<file path="config.mk">
export PLATFORM = sky130hd
export DESIGN_NAME = output_enable_refsel_override
export DESIGN_NICKNAME = d
export VERILOG_FILES = /design/src/rtl/oe_refsel_pkg.sv /design/src/rtl/oe_override_slice.sv /design/src/rtl/ref_choice_slice.sv /design/src/rtl/output_enable_refsel_override.sv
export VERILOG_INCLUDE_DIRS = /design/src /design/src/rtl
export SDC_FILE = /design/constraint.sdc
export NUM_CORES = 1
export LEC_CHECK = 0
export ABC_AREA = 1
export BUFFER_PORTS_ARGS = -buffer_cell sky130_fd_sc_hd__buf_2
export CORE_MARGIN = 3
export CORE_UTILIZATION = 40
export CTS_CLUSTER_DIAMETER = 150
export DETAILED_ROUTE_END_ITERATION = 16
export HOLD_SLACK_MARGIN = 0.15
export PLACE_DENSITY_LB_ADDON = 0.3
export REMOVE_ABC_BUFFERS = 1
export SYNTH_ARGS = -nofsm -noshare
export SYNTH_HDL_FRONTEND = slang
export SYNTH_SLANG_ARGS = --single-unit
</file>
<file path="constraint.sdc">
create_clock -name sys_clk -period 0.9 [get_ports sys_clk]
set_input_delay 0.09 -clock sys_clk [delete_from_list [all_inputs] [get_ports sys_clk]]
set_output_delay 0.09 -clock sys_clk [all_outputs]
set_load 0.005 [all_outputs]
</file>
<file path="src/rtl/oe_refsel_params.svh">
`ifndef OE_REFSEL_PARAMS_SVH
`define OE_REFSEL_PARAMS_SVH
`define REG_PIN_READBACK_ADDR 8'h02
`define REG_ADDR_W            8
`define REG_DATA_W            24
`define BIT_EN4               15
`define BIT_OVR4              14
`define BIT_EN3               13
`define BIT_OVR3              12
`define BIT_EN2               11
`define BIT_OVR2              10
`define BIT_EN1               9
`define BIT_OVR1              8
`define BIT_SRC2              7
`define BIT_SRC2_EN           6
`define BIT_SRC1              5
`define BIT_SRC1_EN           4
`define BIT_PLL2              3
`define BIT_PLL2_EN           2
`define RESET_BIT             1'b0
`define REF_PRIMARY           1'b0
`endif

</file>
<file path="src/rtl/oe_refsel_pkg.sv">
package oe_refsel_pkg;
  // Register strobe bundle
  typedef struct packed {
    logic [7:0]  addr;
    logic [23:0] wdata;
    logic        wr;
    logic        rd;
  } reg_req_t;
  // Driver enables, lowest index is the first output
  typedef logic [3:0] drv_vec_t;
endpackage

</file>
<file path="src/rtl/oe_override_slice.sv">
`include "oe_refsel_params.svh"
// One output: override latch plus pin fallback
module oe_override_slice
  import oe_refsel_pkg::*;
(
  input  wire logic sys_clk,    // Register clock
  input  wire logic sys_rst,    // Async reset, high
  input  wire logic wrEn,       // Register write this cycle
  input  wire logic wrOvr,      // Written override bit
  input  wire logic wrVal,      // Written enable bit
  input  wire logic pinLevel,   // External enable pin
  output logic      ovrBit,     // Override bit readback
  output logic      enBit,      // Enable bit readback
  output logic      driveReq    // Requested driver state
);
  logic ovr_r;
  logic val_r;

  // Override and value bits, both reset to 0
  always_ff @(posedge sys_clk or posedge sys_rst)
  begin
    if (sys_rst)
      ovr_r <= `RESET_BIT;
    else if (wrEn)
      ovr_r <= wrOvr;
  end

  // writes gated by override
  // Written value only lands when the same write leaves override set
  always_ff @(posedge sys_clk or posedge sys_rst)
  begin
    if (sys_rst)
      val_r <= `RESET_BIT;
    else if (wrEn && wrOvr)
      val_r <= wrVal;
  end

  assign ovrBit   = ovr_r;
  assign enBit    = ovr_r ? val_r : pinLevel;
  assign driveReq = enBit;
endmodule

</file>
<file path="src/rtl/ref_choice_slice.sv">
`include "oe_refsel_params.svh"
// One PLL reference choice with its enable
module ref_choice_slice
  import oe_refsel_pkg::*;
(
  input  wire logic sys_clk,    // Register clock
  input  wire logic sys_rst,    // Async reset, high
  input  wire logic wrEn,       // Register write this cycle
  input  wire logic wrSelEn,    // Written select enable
  input  wire logic wrSel,      // Written select
  output logic      selEnBit,   // Select enable readback
  output logic      selBit,     // Select readback
  output logic      useSecond   // 1 selects secondary reference
);
  logic selEn_r;
  logic sel_r;

  // Both bits stored plainly, reset 0
  always_ff @(posedge sys_clk or posedge sys_rst)
  begin
    if (sys_rst)
    begin
      selEn_r <= `RESET_BIT;
      sel_r   <= `RESET_BIT;
    end
    else if (wrEn)
    begin
      selEn_r <= wrSelEn;
      sel_r   <= wrSel;
    end
  end

  assign useSecond = selEn_r ? sel_r : `REF_PRIMARY;
  assign selEnBit  = selEn_r;
  assign selBit    = sel_r;
endmodule

</file>
<file path="src/rtl/output_enable_refsel_override.sv">
`include "oe_refsel_params.svh"
// Pin readback / override register, bits 15..2
module output_enable_refsel_override
  import oe_refsel_pkg::*;
(
  input  wire logic        sys_clk,           // 40 MHz register clock
  input  wire logic        sys_rst,           // Async reset, high
  input  wire logic [7:0]  regAddr,           // Register address
  input  wire logic [23:0] regWdata,          // Write data
  input  wire logic        regWr,             // Write strobe
  input  wire logic        regRd,             // Read strobe
  output logic      [23:0] regRdata,          // Read data, cycle after strobe
  input  wire logic        firstEnablePin,    // First output enable pin
  input  wire logic        secondEnablePin,   // Second output enable pin
  input  wire logic        thirdEnablePin,    // Third output enable pin
  input  wire logic        fourthEnablePin,   // Fourth output enable pin
  output logic             firstDriverOn,     // First driver enabled
  output logic             secondDriverOn,    // Second driver enabled
  output logic             thirdDriverOn,     // Third driver enabled
  output logic             fourthDriverOn,    // Fourth driver enabled
  output logic             firstPllRefChoice, // 1: secondary ref for first PLL
  output logic             secondPllRefChoice,// 1: secondary ref for second PLL
  output logic             secondPllRun       // Second PLL powered and enabled
);

  ////////////////////////////////////////////////////////////////////////////
  // Bus decode
  reg_req_t req;
  logic     hit;
  logic     wrHit;

  assign req   = '{addr: regAddr, wdata: regWdata, wr: regWr, rd: regRd};
  assign hit   = (req.addr == `REG_PIN_READBACK_ADDR);
  assign wrHit = req.wr && hit;

  ////////////////////////////////////////////////////////////////////////////
  // Output enable slices
  drv_vec_t pins;
  drv_vec_t ovrBits;
  drv_vec_t enBits;
  drv_vec_t driveReq;

  assign pins = {fourthEnablePin, thirdEnablePin, secondEnablePin, firstEnablePin};

  oe_override_slice u_drv1 (
    .sys_clk  (sys_clk),
    .sys_rst  (sys_rst),
    .wrEn     (wrHit),
    .wrOvr    (req.wdata[`BIT_OVR1]),
    .wrVal    (req.wdata[`BIT_EN1]),
    .pinLevel (pins[0]),
    .ovrBit   (ovrBits[0]),
    .enBit    (enBits[0]),
    .driveReq (driveReq[0])
  );

  oe_override_slice u_drv2 (
    .sys_clk  (sys_clk),
    .sys_rst  (sys_rst),
    .wrEn     (wrHit),
    .wrOvr    (req.wdata[`BIT_OVR2]),
    .wrVal    (req.wdata[`BIT_EN2]),
    .pinLevel (pins[1]),
    .ovrBit   (ovrBits[1]),
    .enBit    (enBits[1]),
    .driveReq (driveReq[1])
  );

  oe_override_slice u_drv3 (
    .sys_clk  (sys_clk),
    .sys_rst  (sys_rst),
    .wrEn     (wrHit),
    .wrOvr    (req.wdata[`BIT_OVR3]),
    .wrVal    (req.wdata[`BIT_EN3]),
    .pinLevel (pins[2]),
    .ovrBit   (ovrBits[2]),
    .enBit    (enBits[2]),
    .driveReq (driveReq[2])
  );

  oe_override_slice u_drv4 (
    .sys_clk  (sys_clk),
    .sys_rst  (sys_rst),
    .wrEn     (wrHit),
    .wrOvr    (req.wdata[`BIT_OVR4]),
    .wrVal    (req.wdata[`BIT_EN4]),
    .pinLevel (pins[3]),
    .ovrBit   (ovrBits[3]),
    .enBit    (enBits[3]),
    .driveReq (driveReq[3])
  );

  ////////////////////////////////////////////////////////////////////////////
  // Reference choice slices
  logic sel1En;
  logic sel1;
  logic use1Second;
  logic sel2En;
  logic sel2;
  logic use2Second;

  ref_choice_slice u_ref1 (
    .sys_clk   (sys_clk),
    .sys_rst   (sys_rst),
    .wrEn      (wrHit),
    .wrSelEn   (req.wdata[`BIT_SRC1_EN]),
    .wrSel     (req.wdata[`BIT_SRC1]),
    .selEnBit  (sel1En),
    .selBit    (sel1),
    .useSecond (use1Second)
  );

  ref_choice_slice u_ref2 (
    .sys_clk   (sys_clk),
    .sys_rst   (sys_rst),
    .wrEn      (wrHit),
    .wrSelEn   (req.wdata[`BIT_SRC2_EN]),
    .wrSel     (req.wdata[`BIT_SRC2]),
    .selEnBit  (sel2En),
    .selBit    (sel2),
    .useSecond (use2Second)
  );

  ////////////////////////////////////////////////////////////////////////////
  // Second PLL power control
  logic pll2En_r;
  logic pll2_r;
  logic pll2Run;

  // Both bits plain storage, reset 0
  always_ff @(posedge sys_clk or posedge sys_rst)
  begin
    if (sys_rst)
    begin
      pll2En_r <= `RESET_BIT;
      pll2_r   <= `RESET_BIT;
    end
    else if (wrHit)
    begin
      pll2En_r <= req.wdata[`BIT_PLL2_EN];
      pll2_r   <= req.wdata[`BIT_PLL2];
    end
  end

  assign pll2Run = pll2En_r && pll2_r;

  ////////////////////////////////////////////////////////////////////////////
  // Registered outputs
  // drivers gated by second PLL
  // Drivers follow pin a cycle late; fine for static enables
  always_ff @(posedge sys_clk or posedge sys_rst)
  begin
    if (sys_rst)
    begin
      firstDriverOn  <= `RESET_BIT;
      secondDriverOn <= `RESET_BIT;
      thirdDriverOn  <= `RESET_BIT;
      fourthDriverOn <= `RESET_BIT;
    end
    else
    begin
      firstDriverOn  <= driveReq[0] && pll2Run;
      secondDriverOn <= driveReq[1] && pll2Run;
      thirdDriverOn  <= driveReq[2] && pll2Run;
      fourthDriverOn <= driveReq[3] && pll2Run;
    end
  end

  always_ff @(posedge sys_clk or posedge sys_rst)
  begin
    if (sys_rst)
    begin
      firstPllRefChoice  <= `REF_PRIMARY;
      secondPllRefChoice <= `REF_PRIMARY;
      secondPllRun       <= `RESET_BIT;
    end
    else
    begin
      firstPllRefChoice  <= use1Second;
      secondPllRefChoice <= use2Second;
      secondPllRun       <= pll2Run;
    end
  end

  ////////////////////////////////////////////////////////////////////////////
  // Read path: data only in the cycle after the strobe
  logic [23:0] rdImage;

  always_comb
  begin
    rdImage                  = '0;
    rdImage[`BIT_EN4]        = enBits[3];
    rdImage[`BIT_OVR4]       = ovrBits[3];
    rdImage[`BIT_EN3]        = enBits[2];
    rdImage[`BIT_OVR3]       = ovrBits[2];
    rdImage[`BIT_EN2]        = enBits[1];
    rdImage[`BIT_OVR2]       = ovrBits[1];
    rdImage[`BIT_EN1]        = enBits[0];
    rdImage[`BIT_OVR1]       = ovrBits[0];
    rdImage[`BIT_SRC2]       = sel2;
    rdImage[`BIT_SRC2_EN]    = sel2En;
    rdImage[`BIT_SRC1]       = sel1;
    rdImage[`BIT_SRC1_EN]    = sel1En;
    rdImage[`BIT_PLL2]       = pll2_r;
    rdImage[`BIT_PLL2_EN]    = pll2En_r;
  end

  // Unmapped or idle reads return zero
  always_ff @(posedge sys_clk or posedge sys_rst)
  begin
    if (sys_rst)
      regRdata <= '0;
    else if (req.rd && hit)
      regRdata <= rdImage;
    else
      regRdata <= '0;
  end
endmodule

</file>
== Yosys cells after proc, flatten, opt, wreduce, memory -nomap -nowiden ==
Cells that the tools add are included.

* $add $sub $neg: 0
* Reduce and logical (&&, ||, !) cells: 11
* Mux-type cells: 7
* Equality and inequality tests: 1
* Bitwise logic cells: 0
* $lt $le $gt $ge: 0
* Divide/modulo/power cells: 0
* $mul: 0
* Shifts and indexed selects: 0

{| class="wikitable"
|+ Operators by type and width
! kind !! number
|-
| two-way mux 16 bit || 1
|-
| logical AND 1 bit || 11
|-
| equality test 8 x 2 -> 1 bit, second input constant || 1
|-
| two-way mux 1 bit || 6
|}

* Memory bits (writable): 0
* Word-level logic and storage cells: 41
* Input bits: 40
* Bits in read-only memories: 0
* Output and inout bits: 31
* Bits in registers: 45
* Latch bits: 0
* Memories: 0

== Depth between registers and ports, before layout ==
Gate-level depths: netlist of the first run.

* Word-level depth: 3
* Mapped depth: 7
* Depth with buffers taken out: 7

== By module ==
Synthesis of the first run repeated with hierarchy kept, for this count alone.

* Cell total of the unflattened synthesis: 180
* Area total of the unflattened synthesis: 1605.3 µm²

{| class="wikitable"
|+ By module, submodules not included
! module !! area an instance (µm²) !! times used !! cells an instance !! seq. area each (µm²)
|-
| output_enable_refsel_override || 1039.7 || 1 || 104 || 575.6
|-
| oe_override_slice || 97.6 || 4 || 13 || 50.0
|-
| ref_choice_slice || 87.6 || 2 || 12 || 50.0
|}

== Worst setup path after synthesis of the first run ==
No wires, ideal clock.

* Path type: input port to flip-flop
* Start point: in regAddr[7]
* End point: reg u_drv3.ovr_r, in the netlist u_drv3.ovrBit
* Stages: 6
* Setup time: 118 ps
* Required time: 782 ps
* Buffers on the path: 0
* Setup slack: 73 ps
* Arrival time: 709 ps
* Cells stage by stage: nor2_1 -> nand2_1 -> nor2_4 -> nand2_2 -> nand2_1 -> nand2_1

* Longest elaborated chain between the ends: 2

{| class="wikitable"
|+ RTL lines
! element !! RTL line !! source
|-
| from (decl) || output_enable_refsel_override.sv:8 || <nowiki>input wire logic [7:0] regAddr,</nowiki>
|-
| equality test 8 x 2 -> 1 bit (no line) || -- ||
|-
| logical AND 1 bit || output_enable_refsel_override.sv:34 || <nowiki>assign wrHit = req.wr && hit;</nowiki>
|-
| to (signal assigned) || oe_override_slice.sv:23 || <nowiki>ovr_r <= `RESET_BIT;</nowiki>
|-
| to (signal assigned) || oe_override_slice.sv:25 || <nowiki>ovr_r <= wrOvr;</nowiki>
|-
| to (decl) || oe_override_slice.sv:16 || <nowiki>logic ovr_r;</nowiki>
|}

Every way passes these cells.
A chain may end at the register's enable or synchronous reset.

== Final worst setup path of the first run ==
* Start point: reg regRdata[9]
* End point: out regRdata[9]

{| class="wikitable"
|+ RTL lines
! element !! RTL line !! source
|-
| from (decl) || output_enable_refsel_override.sv:12 || <nowiki>output logic [23:0] regRdata,</nowiki>
|-
| from (signal assigned) || output_enable_refsel_override.sv:214 || <nowiki>regRdata <= rdImage;</nowiki>
|}

No word-level cell between the ends.

==> flow_summary.json, run 1 <==
{
  "status": "finished with violations",
  "violations": "setup timing",
  "dp_hpwl_um": 2050,
  "die_h_um": 65.6,
  "post_dp_cell_area_mm2": 0.00170,
  "top_layer": "met4",
  "grt_max_degree": 36,
  "instances_no_fill": 263,
  "area_growth_pct": 37.2,
  "clock_path_buffers": 2,
  "top_register": "regRdata",
  "pwr-share-clk": 0.278,
  "via_per_inst": 4.36,
  "rsz0062_at_grt": "true",
  "fin_ws_ps": -41.6,
  "cts.root.buffer_cell": "clkbuf_4",
  "wl_met3_um": 245,
  "postSynthAreaPerCell_um2": 10.1,
  "skew_ps": 8.05,
  "syn_area_mm2": 0.00142,
  "start_util": 0.420,
  "wl_met1_um": 1070,
  "cts_sinks": 35,
  "cp_slowest_stage_delay_ps": 390,
  "final-setup-viol-count": 9,
  "muxShareOfSynthArea": 0.0281,
  "drive_above_1_share": 0.332,
  "nets": 258,
  "dpl.cell_count": 236,
  "vdd_drop_max_v": 0.000457,
  "netlist_top_cells_area": "dfrtp_1, nand2_1, buf_4, inv_1, nor2_2",
  "core_area_mm2": 0.00339,
  "fin_area_mm2": 0.00195,
  "route.met2.wl_um": 1440,
  "grt_use_total": 0.147,
  "cts_resized": 0,
  "cts-buffers-inserted": 5,
  "wl_um": 2840,
  "synth_top_area_frac": 0.616,
  "p_seq_frac": 0.621,
  "die_x_um": 65.6,
  "cts_tree": "yes",
  "synth_top_family_by_area": "simple AND/OR/NAND/NOR gates",
  "synthCells": 141,
  "clkLatencyLatePin_ps": 330,
  "drv_cap": 0,
  "drc": 0,
  "io_buffers": 50,
  "rows": 21,
  "avgRoutedWirePerCell_um": 10.8,
  "internal_power_uw": 2020,
  "ios": 71,
  "antenna_found_initial": 0,
  "synth_cell_type_count": 16,
  "drv_slew": 0,
  "yosysTopAreaCell": "dfrtp_1",
  "drt_iter0_markers": 35,
  "ys_ff_latch": 35,
  "grt_pass1_wl_um": 4720,
  "timing_hold_violations_final": 0,
  "cts_setup_buffers": 0,
  "slowest_stage": "dfrtp_1",
  "leakagePower_uw": 0.00110,
  "synth_adder_area_share": 0,
  "yosysSeqAreaShare": 0.616,
  "cp.required_ps": 810,
  "gp_congestion": 0.710,
  "ant_nets": 0,
  "min_period_over_period": 1.05,
  "crit_family": "flip-flops",
  "switching_share": 0.227,
  "largest_register_ffs": 14,
  "synth_compound_area_frac": 0,
  "ys_warn_count": 0,
  "worstHoldPathType": "in -> reg",
  "synth-xor-area-share": 0,
  "start_kind": "register",
  "power.switching_uw": 592,
  "cp_data_arrival_time_ps": 850,
  "worst-path-buf-inv": 1,
  "overflow": 0,
  "path_max_fanout": 1,
  "powerDensity_mw_per_mm2": 1340,
  "drt_first_pass_iters": 4,
  "grt_pass1_vias": 1125,
  "power_frac_comb": 0.100,
  "yosys.area_share.simple": 0.239,
  "period_minus_slack_ps": 942,
  "cp_cell_sequence": "buf_2",
  "dieArea_mm2": 0.00431,
  "cp-end-kind": "primary output",
  "antenna-diode-count": 0,
  "critPathKind": "reg -> out",
  "fillers": 311,
  "vias": 1147,
  "htreeDepth": 2,
  "clkTransAtPathRegs_ps": 90,
  "max_freq_mhz": 1060,
  "holdWs_ps": 142
}
==> power by group through the flow <==
stage	combinational, uW	sequential [uW]	clock [uW]
finish	262	1620	726
global route	295	1620	833
CTS	262	1620	757
detailed placement	194	1650	0
global placement	189	1650	0
floorplan	85.8	1650	0
==> layer usage <==
layer,GRT usage,up-vias
met5,0,-
met1,0.149,519
met4,0.0751,0
li1,-,559
met3,0.0530,10
met2,0.262,59
==> metrics by stage <==
step	power, uW	setup slack, ps	setup TNS [ps]	utilization
6_report	2610	-41.6	-118	0.576
5_1_grt	2750	-63.7	-1030	0.576
4_1_cts	2640	-51.8	-398	0.573
3_5_place_dp	1840	-192	-1590	0.502
3_3_place_gp	1840	-114	-1090	0.502
2_1_floorplan	1730	-38.9	-415	-
==> cell usage after synthesis <==
master and count:
buf_1 1, buf_2 1, buf_4 10, buf_6 2
conb_1 1, dfrtp_1 35, inv_1 15, mux2i_1 4
nand2_1 33, nand2_2 1, nand2_4 1, nand3_1 10
nand4_1 4, nor2_1 12, nor2_2 9, nor2_4 2
==> cells by family after synthesis <==
logic type,count (synthesis)
muxes,4
DFF,35
and+or+nand+nor,72
other,1
buffers and inverters,29
==> cells in the final DEF, fill, tap and decap left out, drive strengths merged <==
master	Yosys	final
nand2	35	35
clkbuf	0	6
buf	14	54
nand4	4	4
inv	15	15
mux2i	4	4
nand3	10	10
nor2	23	23
dfrtp	35	35
conb	1	10
dlygate4sd3	0	21
==> final cells by class <==
| class | instances | area, um^2 | share of cell area |
|---|---|---|---|
| inverter | 15 | 56.3 | 0.0288 |
| tap | 46 | 57.6 | 0.0295 |
| sequential | 35 | 876 | 0.449 |
| multi-input combinational | 86 | 418 | 0.214 |
| clock buffer | 6 | 41.3 | 0.0212 |
| timing repair buffer | 75 | 503 | 0.258 |
==> what timing repair did <==
action / CTS / global route
hold buffers: 20 / 1
hold endpoints to repair: 60 / 1
pin swaps: 0 / 0
endpoints found under the setup margin: 21 / 21
==> final timing paths <==
path | start | endpoint | slack (ps) | cells after the start
min reg2reg | u_drv1.val_r | u_drv1.val_r | 500 | 2
max | regRdata[9] | regRdata[9] | -40 | 1
max in group asynchronous | sys_rst | regRdata[10] | 390 | 4
min | regWr | u_ref2.selBit | 140 | 3
max reg2reg | u_drv1.ovrBit | regRdata[9] | 40 | 2
min in group asynchronous | sys_rst | u_drv2.ovrBit | 340 | 4
No activity file was read; power rests on OpenSTA's default activity.
==> inputs of run 2 (changes only) <==
--- a/config.mk
+++ b/config.mk
@@ -8,13 +8,15 @@
 export LEC_CHECK = 0
 export ABC_AREA = 1
 export BUFFER_PORTS_ARGS = -buffer_cell sky130_fd_sc_hd__buf_2
+export CORE_ASPECT_RATIO = 1.25
 export CORE_MARGIN = 3
 export CORE_UTILIZATION = 40
 export CTS_CLUSTER_DIAMETER = 150
 export DETAILED_ROUTE_END_ITERATION = 16
 export HOLD_SLACK_MARGIN = 0.15
-export PLACE_DENSITY_LB_ADDON = 0.3
+export PLACE_DENSITY = 0.74
 export REMOVE_ABC_BUFFERS = 1
 export SYNTH_ARGS = -nofsm -noshare
 export SYNTH_HDL_FRONTEND = slang
 export SYNTH_SLANG_ARGS = --single-unit
+export TNS_END_PERCENT = 1
==> run 2 against run 1 <==
  * The flow now finishes without violations
  * Register-to-register slack about the same
  * Non-clock buffer count decreased by 2
  * Setup slack improved by 68 ps
  * Sequential power about the same
  * Clock skew decreased by 4.9 ps
  * Clock-buffer cell count increased by 2
  * Maximum frequency increased by 7.7%
  * First-iteration DRC count decreased by 8.6%
  * Sequential cell count unchanged
  * Sequential share of layout area decreased by 0.87 points
  * Highest routed layer unchanged
==> flow_summary.json, run 2 (same netlist as run 1, synthesis figures left out) <==
{
  "crit_family": "buffers and inverters",
  "dp_hpwl_um": 1950,
  "gp_congestion": 0.674,
  "avgRoutedWirePerCell_um": 11.3,
  "ios": 71,
  "layout_commonest_cell": "buf_2",
  "clkTransAtPathRegs_ps": 60,
  "cts_sinks": 35,
  "via_per_inst": 4.40,
  "fillers": 266,
  "io_buffers": 50,
  "powerDensity_mw_per_mm2": 1550,
  "final-seq-area_um2": 876,
  "dieArea_mm2": 0.00431,
  "wl_um": 2870,
  "drt_iter0_markers": 32,
  "post_dp_cell_area_mm2": 0.00169,
  "worstHoldPathType": "in -> reg",
  "nets": 256,
  "rows": 23,
  "clock_path_buffers": 2,
  "max_freq_mhz": 1140,
  "status": "finished clean",
  "drc": 0,
  "antenna_found_initial": 0,
  "drv_slew": 0,
  "cts-buffers-inserted": 5,
  "core_area_mm2": 0.00331,
  "fin_ws_ps": 26.0,
  "grt_use_total": 0.150,
  "finalPower_uw": 3090,
  "largest_register_ffs": 14,
  "cp_data_arrival_time_ps": 1040,
  "grt_max_degree": 36,
  "cts_setup_buffers": 0,
  "r2r_cells": 2,
  "area_growth_pct": 39.9,
  "slowest_stage": "dlygate4sd3_1",
  "die_h_um": 72.7,
  "dpl.cell_count": 227,
  "grt_pass1_vias": 1101,
  "htreeDepth": 2,
  "cp-end-kind": "register",
  "die_x_um": 59.3,
  "cp_cell_sequence": "dlygate4sd3_1 > buf_2 > mux2i_2 > nor2_1",
  "start_kind": "input port",
  "fin_area_mm2": 0.00199,
  "drv_cap": 0,
  "multiInputGateArea_um2": 429,
  "skew_ps": 3.13,
  "holdWs_ps": 188,
  "vdd_drop_max_v": 0.000971,
  "instances_no_fill": 254,
  "top_register": "regRdata",
  "overflow": 0,
  "grt_pass1_wl_um": 4710,
  "cp.required_ps": 1070,
  "drive_above_1_share": 0.355,
  "final_cell_mix": "buf_2, dfrtp_1, nand2_1",
  "cts.root.buffer_cell": "clkbuf_8",
  "antenna-diode-count": 0,
  "start_util": 0.430,
  "ant_nets": 0,
  "drt_first_pass_iters": 4,
  "min_period_over_period": 0.971,
  "path_depth": 4,
  "worst-path-buf-inv": 2,
  "pre_cts_slack_ps": -116,
  "final-setup-viol-count": 0,
  "hold-path-cell-count": 3,
  "cts_tree": "yes",
  "period_minus_slack_ps": 874,
  "cp_slowest_stage_delay_ps": 550,
  "path_max_fanout": 2,
  "critPathKind": "in -> reg",
  "timing_hold_violations_final": 0,
  "rsz0062_at_grt": "true",
  "vias": 1117,
  "clkLatencyLatePin_ps": 280,
  "leakagePower_uw": 0.00113
}
==> run 2: cell count changes in the layout (fill, tap and decap cells not counted), sizes merged <==
cell / before / now
clkbuf: 6 / 8
dlygate4sd3: 21 / 19
==> run 2: layout make-up <==
cell class / instances / share of cell area
Timing Repair Buffer: 73 / 0.243
Tap cell: 37 / 0.0233
Clock buffer: 8 / 0.0503
Multi-Input combinational cell: 86 / 0.216
Sequential cell: 35 / 0.440
Inverter: 15 / 0.0283
==> run 2: timing repair <==
action | CTS | global route
resized for setup | 0 | 3
endpoints found under the hold margin | 57 | 0
hold buffers | 19 | 0
endpoints found under the setup margin | 0 | 5
==> run 2: worst paths after layout <==
path / from / end / slack, ps
hold reg to reg: u_drv4.val_r / u_drv4.val_r / 480
hold / removal: regWr / u_ref1.selBit / 190
setup reg to reg: u_drv2.ovrBit / secondDriverOn / 40
max in group asynchronous: sys_rst / regRdata[13] / 330
min in group asynchronous: sys_rst / regRdata[7] / 390
setup / recovery: secondEnablePin / secondDriverOn / 30
==> run 2: metrics by stage <==
step / utilization / setup TNS [ps]
floorplan: - / -415
global placement: 0.510 / -1720
detailed placement: 0.510 / -2000
CTS: 0.598 / 0
global route: 0.602 / -9.03
finish: 0.602 / 0
==> run 2: routing by layer <==
layer  vias up  wire (um)  track usage  share of wire
met5         -          0            0              0
met4         0         74       0.0907          0.026
met3         7        172       0.0389          0.060
met2        43       1580        0.271           0.55
met1       509       1040        0.146           0.36
li1        558          -            -              -
==> run 2: worst min-delay path: stages <==
cell and delay (ps):
buf_2 190, nand3_1 110, nand2_1 50
==> run 2: power by group <==
group / leakage [uW] / switching, uW / internal (uW) / total (uW)
combinational: 0.000588 / 122 / 138 / 260
sequential: 0.000487 / 24.8 / 1600 / 1630
clock: 0.0000515 / 512 / 697 / 1210
total: 0.00113 / 658 / 2440 / 3090
